## src/bmcr_pkg.sv

```systemverilog
// Purpose: shared constants and types of the bus master cycle sequencer
// Assumes: clk runs at twice the bus clock rate, two clk per bus state
// Notes: register offsets are byte addresses on a 32-bit APB
package bmcr_pkg;

  localparam logic [7:0] OFF_CFG = 8'h00;
  localparam logic [7:0] OFF_ADDR = 8'h04;
  localparam logic [7:0] OFF_WDATA = 8'h08;
  localparam logic [7:0] OFF_RDATA = 8'h0c;
  localparam logic [7:0] OFF_CMD = 8'h10;
  localparam logic [7:0] OFF_STAT = 8'h14;

  // config register fields
  localparam int CFG_SYNC_BUS = 0;
  localparam int CFG_WAIT_LO = 1;
  localparam int CFG_LATCH_RETRY = 3;
  localparam int CFG_RETRY_ASYNC = 4;
  localparam int CFG_HOLD_EDGE = 5;
  localparam logic [5:0] CFG_RESET = 6'h01;

  // address register fields
  localparam int ADR_AREA_LO = 24;
  localparam int ADR_WRITE = 31;

  // status and command register fields
  localparam int STAT_BUSY = 0;
  localparam int STAT_RETRY = 1;
  localparam int STAT_DONE = 2;
  localparam int CMD_GO = 0;

  localparam int SYNC_W = 22;
  localparam int IN_DATA_LO = 6;
  localparam int IN_ORDER = 5;
  localparam int IN_GRANT = 4;
  localparam int IN_ACK_LO = 2;
  localparam int IN_TERM = 1;
  localparam int IN_RETRY = 0;

  typedef enum logic [2:0] {
    S_IDLE, S_REQ, S_T1, S_T2W, S_T2, S_REL, S_TH, S_LATCH
  } bmcr_state_t;

  typedef struct packed {
    bmcr_state_t st;
    logic ph;
    logic [1:0] waits;
    logic term;
    logic retrySeen;
    logic ackEarly;
    logic firstWait;
    logic mode1;
    logic asyncMode;
    logic isWrite;
    logic pend;
    logic doneFlag;
    logic retryFlag;
    logic [5:0] cfg;
    logic [31:0] adrReg;
    logic [15:0] wdReg;
    logic [15:0] rdReg;
    logic [22:0] addrOut;
    logic [2:0] areaOut;
    logic dirOut;
    logic csB;
    logic asB;
    logic dsB;
    logic dOe;
    logic busReq;
    logic gaB;
    logic gaOe;
    logic pready;
    logic pslverr;
    logic [31:0] prdata;
  } bmcr_regs_t;

endpackage

```

## src/bmcr_sync_if.sv

```systemverilog
// Purpose: carries raw pin levels into the synchroniser and back
// Assumes: one clock domain
// Notes: none
`timescale 1ns/1ns
interface bmcr_sync_if;
  logic [bmcr_pkg::SYNC_W-1:0] raw;
  logic [bmcr_pkg::SYNC_W-1:0] synced;
  modport sampler (input raw, output synced);
  modport user (output raw, input synced);
endinterface

```

## src/bmcr_sync.sv

```systemverilog
// Purpose: two flip-flop synchroniser for every pin input
// Assumes: asynchronous active-low reset
// Notes: first stage feeds only the second stage
`timescale 1ns/1ns
module bmcr_sync (
  input wire logic clk,
  input wire logic rst_b,
  bmcr_sync_if.sampler sif
);
  logic [bmcr_pkg::SYNC_W-1:0] meta_q;
  logic [bmcr_pkg::SYNC_W-1:0] sync_q;

  always_ff @(posedge clk or negedge rst_b)
  begin
    if (!rst_b)
    begin
      meta_q <= '1;
      sync_q <= '1;
    end
    else
    begin
      meta_q <= sif.raw;
      sync_q <= meta_q;
    end
  end

  assign sif.synced = sync_q;
endmodule

```

## src/bmcr_top.sv

```systemverilog
// Purpose: runs single master memory cycles with retry handling
// Assumes: clk at twice bus rate; ph 0 is the rising, ph 1 the falling half
// Notes: active-low strobes end in _b; APB answers with no wait state
// Functional notes
// - cycle start strobe, address, status, direction driven at T1 start; all but the cycle start strobe held
// - pin mode 1: mid T1 drop cycle start strobe, raise address strobe
// - mode 1 sync: sample acknowledge pair at T2 start, repeat T2 till low
// - reads in mode 1 or mode 0 async: data at mid T2, strobe mid T1
// - write data driven from mid T1
// - mode 1 sync writes with waits: data strobe at mid wait T2
// - mode 1 ends by removing address and data strobes at mid T2
// - mode 1 async: acknowledge sampled mid T1 and mid T2, synchronised
// - mode 1 async: sync terminate sampled at T2 start, partner meets setup
// - async end 1.5 clocks after acknowledge or 1 after sync terminate
// - async writes: data strobe mid first wait T2, at zero waits mid T2 unless acknowledged mid T1
// - mode 0: address valid with cycle start at T1, off at T2 start
// - mode 0 sync: ready sampled at edge ending T2, repeat until low
// - mode 0 sync: read data at T2 end, write data held till end
// - retry finishes cycle at T2 end and releases the bus
// - no latch: re-request and repeat; latch: wait flag clear and release
// - retry wins over acknowledge, sync terminate and ready
// - retry sampled at T2 start, or synchronised from mid T1
// - grant acknowledge high half clock before float; hold edge selectable
// - pin mode low is little-endian, high big-endian signalling
// - config bit picks synchronous or asynchronous master termination
// - 1 to 3 programmed waits after T1 ignore termination inputs
//
// Register access over APB and the register addresses were left to the implementer.
`timescale 1ns/1ns
module bmcr_top (
  input wire logic clk,
  input wire logic rst_b,
  input wire logic psel,
  input wire logic penable,
  input wire logic pwrite,
  input wire logic [31:0] paddr,
  input wire logic [31:0] pwdata,
  output logic [31:0] prdata,
  output logic pready,
  output logic pslverr,
  input wire logic byteOrderModePin,
  input wire logic busGrantIn,
  output logic busRequestOut,
  output logic grantAckOut_b,
  output logic grantAckOe,
  output logic [22:0] addrOut,
  output logic [2:0] busAreaStatus,
  output logic dirOut,
  output logic cycleStartStrobe_b,
  output logic addrStrobe_b,
  output logic dataStrobe_b,
  input wire logic [15:0] dataIn,
  output logic [15:0] dataOut,
  output logic dataOe,
  input wire logic [1:0] transferAck_b,
  input wire logic syncTerminate_b,
  input wire logic retryRequest_b
);
  bmcr_pkg::bmcr_regs_t q;
  bmcr_pkg::bmcr_regs_t d;
  bmcr_sync_if sif ();
  logic ackLow;
  logic readyLow;
  logic asyncLow;
  logic stermLow;
  logic retryLow;
  logic setup;
  logic access;
  logic mapped;
  logic [7:0] offs;
  logic [15:0] dIn;

  assign sif.raw = {dataIn, byteOrderModePin, busGrantIn, transferAck_b,
    syncTerminate_b, retryRequest_b};

  bmcr_sync u_sync (
    .clk(clk),
    .rst_b(rst_b),
    .sif(sif)
  );

  // all pins pass the synchroniser first
  assign ackLow = ~|sif.synced[bmcr_pkg::IN_ACK_LO +: 2];
  assign readyLow = ~sif.synced[bmcr_pkg::IN_ACK_LO];
  assign stermLow = ~sif.synced[bmcr_pkg::IN_TERM];
  assign retryLow = ~sif.synced[bmcr_pkg::IN_RETRY];
  assign dIn = sif.synced[bmcr_pkg::IN_DATA_LO +: 16];
  assign asyncLow = q.mode1 ? ackLow : readyLow;
  assign offs = paddr[7:0];
  assign setup = psel & ~penable;
  assign access = psel & penable & q.pready;
  assign mapped = paddr[31:8] == 24'h000000 && offs[1:0] == 2'h0 &&
    offs <= bmcr_pkg::OFF_STAT;

  // sampling done on the edge that opens a T2 state
  function automatic bmcr_pkg::bmcr_regs_t enterT2(
    input bmcr_pkg::bmcr_regs_t s);
    bmcr_pkg::bmcr_regs_t r;
    r = s;
    r.st = bmcr_pkg::S_T2;
    r.ph = 1'b0;
    if (!s.cfg[bmcr_pkg::CFG_RETRY_ASYNC] && retryLow)
      r.retrySeen = 1'b1;
    if (!s.asyncMode)
      r.term = s.mode1 & ackLow;
    else
      r.term = s.ackEarly | (s.mode1 & stermLow);
    r.ackEarly = 1'b0;
    return r;
  endfunction

  always_comb
  begin
    d = q;
    d.pready = setup;
    d.pslverr = setup & ~mapped;
    if (setup)
    begin
      unique case (offs)
        bmcr_pkg::OFF_CFG: d.prdata = {26'h0000000, q.cfg};
        bmcr_pkg::OFF_ADDR: d.prdata = q.adrReg;
        bmcr_pkg::OFF_WDATA: d.prdata = {16'h0000, q.wdReg};
        bmcr_pkg::OFF_RDATA: d.prdata = {16'h0000, q.rdReg};
        bmcr_pkg::OFF_STAT: d.prdata = {29'h00000000, q.doneFlag,
          q.retryFlag, q.pend | (q.st != bmcr_pkg::S_IDLE)};
        default: d.prdata = 32'h00000000;
      endcase
    end
    if (access && pwrite && !q.pslverr)
    begin
      unique case (offs)
        bmcr_pkg::OFF_CFG: d.cfg = pwdata[5:0];
        bmcr_pkg::OFF_ADDR: d.adrReg = pwdata;
        bmcr_pkg::OFF_WDATA: d.wdReg = pwdata[15:0];
        bmcr_pkg::OFF_CMD:
          if (pwdata[bmcr_pkg::CMD_GO]) d.pend = 1'b1;
        bmcr_pkg::OFF_STAT:
        begin
          if (pwdata[bmcr_pkg::STAT_RETRY]) d.retryFlag = 1'b0;
          if (pwdata[bmcr_pkg::STAT_DONE]) d.doneFlag = 1'b0;
        end
        default: d.pend = q.pend;
      endcase
    end
    // asynchronous retry is watched from mid T1 onward
    if (q.cfg[bmcr_pkg::CFG_RETRY_ASYNC] && retryLow &&
      ((q.st == bmcr_pkg::S_T1 && q.ph) || q.st == bmcr_pkg::S_T2W ||
      q.st == bmcr_pkg::S_T2))
      d.retrySeen = 1'b1;
    unique case (q.st)
      bmcr_pkg::S_IDLE:
        if (q.pend)
        begin
          d.pend = 1'b0;
          d.busReq = 1'b1;
          d.st = bmcr_pkg::S_REQ;
          d.mode1 = sif.synced[bmcr_pkg::IN_ORDER];
          d.asyncMode = ~q.cfg[bmcr_pkg::CFG_SYNC_BUS];
          d.isWrite = q.adrReg[bmcr_pkg::ADR_WRITE];
        end
      bmcr_pkg::S_REQ:
        if (sif.synced[bmcr_pkg::IN_GRANT])
        begin
          d.st = bmcr_pkg::S_T1;
          d.ph = 1'b0;
          d.addrOut = q.adrReg[22:0];
          d.areaOut = q.adrReg[bmcr_pkg::ADR_AREA_LO +: 3];
          d.dirOut = q.mode1 ? ~q.isWrite : q.isWrite;
          d.csB = 1'b0;
          d.asB = q.mode1;
          d.gaB = 1'b0;
          d.gaOe = 1'b1;
          d.waits = q.cfg[bmcr_pkg::CFG_WAIT_LO +: 2];
          d.term = 1'b0;
          d.retrySeen = 1'b0;
          d.ackEarly = 1'b0;
          d.firstWait = 1'b0;
        end
      bmcr_pkg::S_T1:
        if (!q.ph)
        begin
          d.ph = 1'b1;
          d.csB = 1'b1;
          if (q.mode1)
            d.asB = 1'b0;
          if (!q.isWrite && (q.mode1 || q.asyncMode))
            d.dsB = 1'b0;
          if (q.isWrite)
            d.dOe = 1'b1;
          if (q.asyncMode && q.waits == 2'h0 && asyncLow)
            d.ackEarly = 1'b1;
        end
        else
        begin
          if (!q.mode1)
            d.asB = 1'b1;
          if (q.waits != 2'h0)
          begin
            d.st = bmcr_pkg::S_T2W;
            d.ph = 1'b0;
          end
          else
            d = enterT2(d);
        end
      bmcr_pkg::S_T2W:
        if (!q.ph)
        begin
          d.ph = 1'b1;
          if (q.isWrite && !q.firstWait && (q.mode1 || q.asyncMode))
          begin
            d.dsB = 1'b0;
            d.firstWait = 1'b1;
          end
          if (q.asyncMode && q.waits == 2'h1 && asyncLow)
            d.ackEarly = 1'b1;
        end
        else
        begin
          d.waits = q.waits - 2'h1;
          if (q.waits == 2'h1)
            d = enterT2(d);
          else
            d.ph = 1'b0;
        end
      bmcr_pkg::S_T2:
        if (!q.ph)
        begin
          d.ph = 1'b1;
          if ((q.term || d.retrySeen) && (q.mode1 || q.asyncMode))
          begin
            if (q.mode1)
              d.asB = 1'b1;
            d.dsB = 1'b1;
            if (!q.isWrite && !d.retrySeen)
              d.rdReg = dIn;
          end
          else if (q.mode1 || q.asyncMode)
          begin
            if (q.isWrite && !q.firstWait)
            begin
              d.dsB = 1'b0;
              d.firstWait = 1'b1;
            end
            if (q.asyncMode && asyncLow)
              d.ackEarly = 1'b1;
          end
        end
        else if (q.retrySeen || q.term || (!q.mode1 && !q.asyncMode &&
          readyLow))
        begin
          if (!q.mode1 && !q.asyncMode && !q.isWrite && !q.retrySeen)
            d.rdReg = dIn;
          if (q.retrySeen)
            d.retryFlag = 1'b1;
          else
            d.doneFlag = 1'b1;
          d.st = bmcr_pkg::S_REL;
          d.ph = 1'b0;
          d.dOe = 1'b0;
          d.dsB = 1'b1;
          d.asB = 1'b1;
          d.gaB = 1'b1;
          if (!q.cfg[bmcr_pkg::CFG_HOLD_EDGE])
            d.busReq = 1'b0;
        end
        else
          d = enterT2(d);
      bmcr_pkg::S_REL:
        if (!q.ph)
        begin
          d.ph = 1'b1;
          d.gaOe = 1'b0;
          d.busReq = 1'b0;
          d.addrOut = 23'h000000;
          d.areaOut = 3'h7;
        end
        else
        begin
          d.ph = 1'b0;
          d.st = q.retrySeen ? bmcr_pkg::S_TH : bmcr_pkg::S_IDLE;
        end
      bmcr_pkg::S_TH:
        if (!q.ph)
          d.ph = 1'b1;
        else
        begin
          d.ph = 1'b0;
          if (q.cfg[bmcr_pkg::CFG_LATCH_RETRY])
            d.st = bmcr_pkg::S_LATCH;
          else
          begin
            d.st = bmcr_pkg::S_REQ;
            d.busReq = 1'b1;
          end
        end
      bmcr_pkg::S_LATCH:
        if (!q.retryFlag && !retryLow)
        begin
          d.st = bmcr_pkg::S_REQ;
          d.busReq = 1'b1;
        end
    endcase
  end

  always_ff @(posedge clk or negedge rst_b)
  begin
    if (!rst_b)
    begin
      q <= '0;
      q.st <= bmcr_pkg::S_IDLE;
      q.cfg <= bmcr_pkg::CFG_RESET;
      q.areaOut <= 3'h7;
      q.csB <= 1'b1;
      q.asB <= 1'b1;
      q.dsB <= 1'b1;
      q.gaB <= 1'b1;
    end
    else
      q <= d;
  end

  assign prdata = q.prdata;
  assign pready = q.pready;
  assign pslverr = q.pslverr;
  assign busRequestOut = q.busReq;
  assign grantAckOut_b = q.gaB;
  assign grantAckOe = q.gaOe;
  assign addrOut = q.addrOut;
  assign busAreaStatus = q.areaOut;
  assign dirOut = q.dirOut;
  assign cycleStartStrobe_b = q.csB;
  assign addrStrobe_b = q.asB;
  assign dataStrobe_b = q.dsB;
  assign dataOut = q.wdReg;
  assign dataOe = q.dOe;
endmodule

```

## config.mk

```make
export PLATFORM = sky130hd
export DESIGN_NAME = bmcr_top
export DESIGN_NICKNAME = d
export VERILOG_FILES = /design/src/bmcr_pkg.sv /design/src/bmcr_sync_if.sv /design/src/bmcr_sync.sv /design/src/bmcr_top.sv
export SDC_FILE = /design/constraint.sdc
export NUM_CORES = 1
export LEC_CHECK = 0
export BUFFER_PORTS_ARGS = -buffer_cell sky130_fd_sc_hd__buf_2
export CAP_MARGIN = 5
export CORE_MARGIN = 2
export CORE_UTILIZATION = 37
export CTS_CLUSTER_DIAMETER = 120
export DETAILED_ROUTE_END_ITERATION = 8
export GPL_TIMING_DRIVEN = 0
export SLEW_MARGIN = 20
export SYNTH_ARGS = -nofsm -noshare
export SYNTH_HDL_FRONTEND = slang
export SYNTH_SLANG_ARGS = --single-unit
```

## constraint.sdc

```tcl
create_clock -name clk -period 2.2 [get_ports clk]
set_clock_uncertainty 0.1 [all_clocks]
set_input_delay 0.22 -clock clk [delete_from_list [all_inputs] [get_ports clk]]
set_output_delay 0.22 -clock clk [all_outputs]
set_load 0.02 [all_outputs]
```

==> impl_metrics.json, run 1 <==
{
  "met2_usage_pct": 30.97,
  "grt.met1_usage_pct": 25.51,
  "fin_nets": 1061,
  "critical-path-slowest-cell": "dfrtp_1",
  "p_seq_share_pct": 42.4,
  "critPathLaunch": "q[150]",
  "grt-ovfl-total": 0,
  "die_h_um": 158.1,
  "fin_util_pct": 49.01,
  "ir_drop_mv": 0.4765,
  "root_buffer": "clkbuf_16",
  "drc": 0,
  "ys_ff_latch": 198,
  "p_per_area_nw_per_um2": 885.4,
  "hpwl_mm": 15.92,
  "crit_arrival_ps": 2370,
  "core-area_um2": 23400,
  "avgSynthCellArea_um2": 12.39,
  "slew_viol_final": 0,
  "numPortBuffers": 174,
  "grt_pass1_wl_mm": 35.91,
  "fin_crit_sh_pct": 97.76,
  "ys_seq_area_share_pct": 57.13,
  "max-slew-margin-rel_pct": 55.58,
  "hold_viol": 0,
  "clkLatencyLatePin_ps": 440,
  "ios": 175,
  "drt-total-wl_mm": 22.91,
  "drive_gt1_share_pct": 48.52,
  "critPathLaunchType": "register",
  "max_stage_delay_ps": 620,
  "cp.required_ps": 2420,
  "leakage_uw": 0.005609,
  "synth_top_area_cell": "dfrtp_1",
  "detail-route-antenna-nets": 0,
  "via_count": 6420,
  "status": "finished, final reports clean",
  "synth_warnings": 0,
  "fmax_ghz": 0.4650,
  "die_w_um": 158.1,
  "synthesis.nets": 802,
  "path_delay_family": "buffers and inverters",
  "cts.clk_slew.worst_paths_ps": 80,
  "worstReg2RegStart": "q[150]",
  "clock_power_share_pct": 30.4,
  "async_flop_share_pct": 100.0,
  "synth.top_cell.area_share_pct": 41.58,
  "first_pass_iters": 5,
  "grt_usage_pct": 18.96,
  "r2r_end": "dataOe",
  "max_cap_viol_count": 0,
  "post-route-min-period_ps": 2151,
  "rsz0062_at_grt": "yes",
  "gp_congestion": 0.8913,
  "cts_sinks": 198,
  "layout_commonest_cell": "buf_2",
  "stdcell_area_um2": 11470,
  "ys_top_cells_by_area": "dfrtp_1 42%, dfstp_2 16%, mux2_2 11%, buf_4 6.4%, a22o_1 4.0%",
  "hold_path_class": "input port to async pin",
  "antenna_found_initial": 1,
  "synthFlopType": "dfrtp_1",
  "wl_per_cell_um": 17.61,
  "rows": 56,
  "path_cells": "buf_2 > buf_1 > nand3_1 > a32o_1",
  "avgViaCountPerCell": 4.935,
  "final_cell_mix": "182 x buf_2, 146 x dfrtp_1, 86 x buf_4, 81 x mux2_2, 57 x dlygate4sd3_1",
  "placed_cell_area_um2": 10120,
  "syn_inst": 709,
  "cp-end-kind": "register",
  "switchingPower_uw": 3437,
  "cp_max_fo": 10,
  "ys_types": 58,
  "tritoncts": "yes",
  "start_util_pct": 37.55,
  "synthesis.area_um2": 8787,
  "reg2reg_depth": 4,
  "final.setup.tns_ps": 0,
  "syn_to_final_growth_pct": 30.51,
  "synth_edf_count": 0,
  "h-tree-depth": 4,
  "grt_max_degree": 98,
  "cts_buffer_depth": 2,
  "dieArea_um2": 25000,
  "globalRouteMet3Util_pct": 3.641,
  "combPwrFrac_pct": 27.2,
  "grt_busiest_layer": "met2",
  "drt_iter0_drc": 430,
  "numCtsBuffers": 17,
  "tightestPinTransition_ps": 666.4,
  "finalSetupViolCount": 0,
  "sw_frac_of_total_pct": 33.85,
  "crit_buf_inv": 2,
  "r2r_slack_ps": 50,
  "first_global_vias": 6490,
  "p_int_uw": 6717,
  "path_class": "register to register"
}
-- stage by stage --
step	hold slack (ps)	setup WS, ps	total power [uW]	cells
4_1_cts	26.92	8.547	10140	1295
2_1_floorplan	-175.6	57.06	6045	709
5_1_grt	40.63	-3.093	10690	1301
3_5_place_dp	-77.74	-761.7	6898	1204
6_report	50.89	49.28	10150	1301
3_3_place_gp	225.5	-2476	6867	1202
-- state kept, by name (all words and copies together), names as in the netlist, 3 cells and up --
| signal | count |
|---|---|
| q | 70 |
| prdata | 32 |
| u_sync.meta_q | 22 |
| dataOut | 16 |
| busAreaStatus | 3 |
| addrOut | 23 |
| u_sync.sif.synced | 22 |
-- cell type report --
cell class	instances	area, um^2
Tap cell	319	399.1
Multi-Input combinational cell	383	3057
Buffer	111	759.5
Sequential cell	198	5020
Inverter	14	56.30
Antenna cell	1	2.502
Fill cell	2160	11930
Clock inverter	15	163.9
Timing Repair Buffer	243	1585
Clock buffer	17	425.4
-- kinds of logic after synthesis --
| logic type | synth area share (%) |
|---|---|
| AND/OR/NAND/NOR | 7.903 |
| XOR/XNOR | 0.1994 |
| flip-flops | 57.13 |
| multiplexers | 12.87 |
| adder cells (fa/ha/maj) | 0.2847 |
| buffers and inverters | 9.099 |
| AO/OA/AOI/OAI | 12.52 |
-- how the worst max path moves through the flow --
| stage | slack [ps] | end | cells past startpoint |
|---|---|---|---|
| floorplan | 60 | dataOut[10] | 6 |
| global placement | -2480 | q[145] | 1 |
| detailed placement | -760 | addrOut[18] | 5 |
| CTS | 9 | q[120] | 5 |
| global route | -3 | dataStrobe_b | 6 |
| finish | 50 | dataOe | 4 |
-- Yosys cell counts, types with 2 or more instances --
cell type  instances
o31ai_1           13
nor4_1             7
o21ai_0           31
a22oi_1           15
a22o_1            40
a32o_1             2
nor4_4             3
dfstp_2           52
and3_1             3
nand2b_1          12
mux2i_1            5
o32ai_1            2
buf_1              5
o22ai_1            4
clkbuf_1          19
nand2_1           37
mux2_1             2
nor3b_1            3
ha_1               2
mux4_2             6
a211oi_1           3
and2_1             2
inv_1             13
mux2_2            82
buf_4             75
buf_6              3
a21oi_1           27
nor2b_1            6
nor3_2             2
o2bb2ai_1          2
nor4b_1            2
a31oi_1            7
dfrtp_1          146
nor3_1             5
nor2_1            30
nand4_1            3
nand3_1            6
buf_2             12
-- timing repair --
action	in CTS	in global routing
cloned	0	0
buffers inserted	5	5
resized for setup	19	17
pin swaps	3	2
setup endpoints to repair	95	71
hold endpoints to repair	228	0
hold buffers	57	0
-- power groups by stage --
| stage | logic [uW] | clock network, uW | registers (uW) |
|---|---|---|---|
| global route | 3020 | 3320 | 4350 |
| floorplan | 1720 | 0 | 4320 |
| finish | 2770 | 3090 | 4300 |
| detailed placement | 2570 | 0 | 4330 |
| global placement | 2550 | 0 | 4320 |
| CTS | 2670 | 3180 | 4300 |
-- per-layer routing --
metal	part of all wire, %	wire length [um]
met3	4.3	984
met5	0	0
met2	48	10980
met1	46	10430
met4	2.2	514
No activity file was read; power rests on OpenSTA's default activity.
==> run 2, diff against run 1 <==
- CORE_UTILIZATION: 37 -> 50
- PLACE_DENSITY: not set -> 0.76
==> run 2 against run 1 <==
Compared with the run above:
- worst setup slack got worse by 41 ps
- power fell by 0.81%
- via count rose by 4.0%
- critical path depth rose by 3
- non-clock buffer count rose by 2
- cell count fell by 7.1%
- die area fell by 25%
- hold slack got worse by 4.9 ps
- first-iteration DRC count rose by 4.4%
- clock-buffer cell count rose by 2
- critical endpoint is now q[146]
- largest power group unchanged
==> impl_metrics.json, run 2 (same netlist as run 1, synthesis figures left out) <==
{
  "dieArea_um2": 18650,
  "hold_viol": 0,
  "crit_buf_inv": 2,
  "max_stage_delay_ps": 380,
  "antenna_found_initial": 0,
  "drt_iter0_drc": 449,
  "avgViaCountPerCell": 5.526,
  "critical-path-slowest-cell": "mux2_2",
  "cp-end-kind": "register",
  "cts.clk_slew.worst_paths_ps": 70,
  "tightestPinTransition_ps": 612.1,
  "tritoncts": "yes",
  "placed_cell_area_um2": 10000,
  "die_w_um": 136.6,
  "hpwl_mm": 15.10,
  "worstReg2RegStart": "pready",
  "antenna_cells": 0,
  "clkLatencyLatePin_ps": 440,
  "wl_per_cell_um": 18.36,
  "numCtsBuffers": 17,
  "fin_ws_ps": 7.920,
  "drc": 0,
  "regMostFlops": "q",
  "fmax_ghz": 0.4562,
  "drt-total-wl_mm": 22.18,
  "ios": 175,
  "cp.required_ps": 2440,
  "grt-ovfl-total": 0,
  "layout_commonest_cell": "buf_2",
  "grt_pass1_wl_mm": 35.09,
  "hold_path_class": "input port to register",
  "syn_to_final_growth_pct": 28.81,
  "post-route-min-period_ps": 2192,
  "path_class": "register to register",
  "hold_start": "paddr[21]",
  "die_h_um": 136.6,
  "leakage_uw": 0.005603,
  "first_pass_iters": 7,
  "max_cap_viol_count": 0,
  "cp_max_fo": 6,
  "h-tree-depth": 4,
  "root_buffer": "clkbuf_16",
  "final_cell_mix": "182 x buf_2, 146 x dfrtp_1, 88 x buf_4, 82 x mux2_2, 56 x dlygate4sd3_1",
  "pre_cts_ws_ps": -844.3,
  "largest_reg_flops": 70,
  "cts_buffer_depth": 2,
  "gp_congestion": 0.9055,
  "detail-route-antenna-nets": 0,
  "ir_drop_mv": 0.7359,
  "grt_usage_pct": 24.87,
  "grt_max_degree": 85,
  "finalSetupViolCount": 0,
  "max-slew-margin-rel_pct": 58.62,
  "status": "finished, final reports clean",
  "rsz0062_at_grt": "yes",
  "critPathLaunchType": "register",
  "critPathLaunch": "pready",
  "p_per_area_nw_per_um2": 889.8,
  "via_count": 6675,
  "stdcell_area_um2": 11320,
  "start_util_pct": 50.98,
  "rows": 48,
  "numPortBuffers": 174,
  "fin_crit_sh_pct": 99.64,
  "core-area_um2": 17240,
  "drive_gt1_share_pct": 48.93,
  "fin_nets": 1063,
  "slew_viol_final": 0,
  "path_cells": "nand4_1 > or2_2 > buf_2 > nor4_4 > buf_4 > mux2_2 > o32ai_2",
  "first_global_vias": 6667,
  "crit_arrival_ps": 2440,
  "path_delay_family": "simple AND/OR/NAND/NOR gates",
  "cts_sinks": 198
}
run 2: area by class of cell:
cell class,instances,area [um^2]
timing repair buffer,244,1590
inverter,14,56.30
clock inverter,13,113.9
sequential,198,5020
buffer,112,760.7
tap,225,281.5
fill,1279,5918
clock buffer,19,452.9
multi-input combinational,383,3043
run 2: power by group:
part	switching [uW]	internal [uW]
combinational	1650	1120
clock	1460	1540
sequential	235	4070
run 2: worst register-to-register path: stages, from the launching register on:
cell	delay [ps]
dfrtp_1	340
nand4_1	80
or2_2	300
buf_2	190
nor4_4	250
buf_4	190
mux2_2	380
o32ai_2	270
run 2: final timing paths:
path	endpoint	slack, ps	cells after the start
hold reg to reg	u_sync.sif.synced[12]	260	0
max in group asynchronous	busAreaStatus[0]	720	4
setup / recovery	q[146]	8	7
min in group asynchronous	addrOut[3]	150	2
setup reg to reg	q[146]	8	7
hold / removal	pslverr	50	5
run 2: stage by stage:
| step | TNS, ps | cells | power [uW] | hold WS, ps | utilization (%) |
|---|---|---|---|---|---|
| 3_5_place_dp | -28420 | 1110 | 6884 | 31.09 | 58.04 |
| 4_1_cts | -102.5 | 1201 | 10000 | 43.89 | 65.00 |
| 6_report | 0 | 1208 | 10070 | 46.04 | 65.66 |
| 2_1_floorplan | 0 | 709 | 6045 | -175.6 | - |
| 3_3_place_gp | -437820 | 1108 | 6845 | 224.7 | 57.67 |
| 5_1_grt | -152.4 | 1208 | 10560 | 82.23 | 65.66 |
run 2: timing repair:
action | in CTS | in global routing
buffers inserted | 5 | 7
setup endpoints to repair | 88 | 77
hold buffers | 56 | 0
resized for setup | 13 | 20
pin swaps | 2 | 2
hold endpoints to repair | 169 | 0
run 2: layer usage:
layer  up-vias  track usage (%)  share of wire (%)
li1       2999                -                  -
met1      3362            33.62                 42
met2       269            40.08                 49
met3        45            4.556                6.0
met4         0            9.606                2.8
met5         -                0                  0
==> run 3, diff against run 2 <==
- BUFFER_PORTS_ARGS: -buffer_cell sky130_fd_sc_hd__buf_2 -> not set
- CORE_ASPECT_RATIO: not set -> 2
- CORE_UTILIZATION: 50 -> 57
- DONT_BUFFER_PORTS: not set -> 1
- PLACE_DENSITY: 0.76 -> 0.75
==> run 3 against run 2 <==
Compared with the run above:
- the flow now finishes with violations (hold timing)
- clock power shrank 6%
- sequential power is 2% higher
- wire length grew 4.6%
- critical path depth is 1 lower
- sequential cell count is the same
- first-iteration DRC count fell by 22%
- maximum frequency increased by 0.78%
- worst setup slack better by 17 ps
- non-clock buffer count shrank 182
- hold slack worse by 660 ps
- critical path type unchanged
- critical endpoint is now q[80]
- highest routed layer unchanged
==> impl_metrics.json, run 3 (same netlist as run 1, synthesis figures left out) <==
{
  "start_util_pct": 57.75,
  "pre_cts_ws_ps": -809.0,
  "cp_max_fo": 9,
  "fin_crit_sh_pct": 98.86,
  "drive_gt1_share_pct": 37.58,
  "rsz0062_at_grt": "no",
  "die_h_um": 179.6,
  "p_int_uw": 6562,
  "h-tree-depth": 4,
  "fin_util_pct": 67.57,
  "violations": "hold timing",
  "r2r_slack_ps": 20,
  "ios": 175,
  "grt_pass1_wl_mm": 35.96,
  "rows": 64,
  "critPathLaunchType": "register",
  "layout_commonest_cell": "dfrtp_1",
  "core-area_um2": 15210,
  "path_class": "register to register",
  "root_buffer": "clkbuf_16",
  "largest_reg_flops": 70,
  "syn_to_final_growth_pct": 17.00,
  "p_per_area_nw_per_um2": 949.2,
  "drc": 0,
  "fin_ws_ps": 25.00,
  "clkLatencyLatePin_ps": 440,
  "max_cap_viol_count": 0,
  "antenna_found_initial": 1,
  "first_pass_iters": 5,
  "leakage_uw": 0.004725,
  "hold_path_class": "input port to async pin",
  "cp.required_ps": 2420,
  "cp-end-kind": "register",
  "slew_viol_final": 0,
  "ir_drop_mv": 1.083,
  "first_global_vias": 6520,
  "grt_max_degree": 199,
  "fin_nets": 881,
  "fmax_ghz": 0.4598,
  "tightestPinTransition_ps": 688.5,
  "dieArea_um2": 16490,
  "p_seq_share_pct": 45.0,
  "combPwrFrac_pct": 26.0,
  "numCtsBuffers": 17,
  "numPortBuffers": 0,
  "die_w_um": 91.80,
  "tritoncts": "yes",
  "switchingPower_uw": 3196,
  "drt-total-wl_mm": 23.21,
  "hpwl_mm": 16.44,
  "gp_congestion": 0.8866,
  "avgViaCountPerCell": 6.012,
  "drt_iter0_drc": 348,
  "hold_buffers": 57,
  "grt-ovfl-total": 0,
  "crit_arrival_ps": 2390,
  "hold_slack_ps": -615.2,
  "clock_power_share_pct": 29.1,
  "post-route-min-period_ps": 2175,
  "finalSetupViolCount": 0,
  "final_cell_mix": "144 x dfrtp_1, 84 x buf_4, 81 x mux2_2, 57 x dlygate4sd3_1, 52 x dfstp_2",
  "cts_sinks": 198,
  "detail-route-antenna-nets": 0,
  "sw_frac_of_total_pct": 32.76,
  "cts_buffer_depth": 2,
  "hold_viol": 198,
  "regMostFlops": "q",
  "cts.clk_slew.worst_paths_ps": 70,
  "status": "complete, but fails checks",
  "grt_usage_pct": 28.80,
  "via_count": 6012,
  "max-slew-margin-rel_pct": 54.10,
  "fin_total_pwr_uw": 9759,
  "wl_per_cell_um": 23.21,
  "nFillCells": 1154
}
==> run 3: cell types whose count changed in the layout (fill, tap and decap cells not counted), sizes merged <==
cell / before / now
clkinv: 4 / 8
diode: 0 / 1
clkinvlp: 5 / 2
dlygate4sd3: 56 / 57
clkbuf: 38 / 39
buf: 281 / 99
inv: 18 / 15
==> run 3: routing by layer <==
layer	share of wire, %	GRT usage, %	vias to the layer above
met3	4.8	6.203	68
met4	5.4	16.06	0
met5	0	0	-
met1	35	30.85	3062
li1	-	-	2629
met2	55	51.59	253
==> run 3: worst max-delay path, cell delays in order, from the launching register on <==
cell	delay, ps
dfrtp_1	360
buf_4	170
or3b_4	450
nor4_4	330
buf_4	170
buf_6	130
mux2_2	340
==> run 3: area by class of cell <==
cell class                 count  area (um^2)  share of cell area [%]
clock buffer                  21        450.4                   4.381
sequential                   198         5022                   48.85
multi-input combinational    383         3052                   29.68
clock inverter                11        78.83                  0.7667
tap                          198        247.7                   2.410
antenna                        1        2.502                 0.02434
timing repair buffer          63        615.6                   5.988
inverter                      14        53.80                  0.5233
buffer                       111        758.2                   7.375
==> run 3: power groups by stage <==
| stage | Combinational, uW | Sequential (uW) | Clock [uW] |
|---|---|---|---|
| after floorplan | 1720 | 4320 | 0 |
| after global placement | 2290 | 4370 | 0 |
| after detailed placement | 2320 | 4400 | 0 |
| after CTS | 2460 | 4380 | 2870 |
| after global routing | 2730 | 4430 | 3010 |
| final | 2540 | 4390 | 2830 |
==> run 3: final timing paths <==
kind / from / to / cells after the start
min in group clk: paddr[30] / pslverr / 4
max in group asynchronous: rst_b / u_sync.meta_q[21] / 0
hold / removal: rst_b / q[111] / 0
setup reg to reg: q[151] / q[80] / 6
hold reg to reg: u_sync.meta_q[21] / u_sync.sif.synced[21] / 0
setup / recovery: q[151] / q[80] / 6
==> run 3: stage by stage <==
step	setup TNS (ps)	cell area, um^2	instances
final	0	10280	1000
after global routing	0	10280	1000
after CTS	0	10240	999
after detailed placement	-40320	9035	907
after global placement	-37400	9035	907
after floorplan	0	8787	709
==> run 3: what timing repair did <==
| action | CTS | global route |
|---|---|---|
| cloned | 1 | 0 |
| endpoints found under the setup margin | 106 | 37 |
| setup buffers | 5 | 0 |
| hold endpoints to repair | 278 | 198 |
| pin swaps | 5 | 3 |
| gates resized for setup | 25 | 19 |
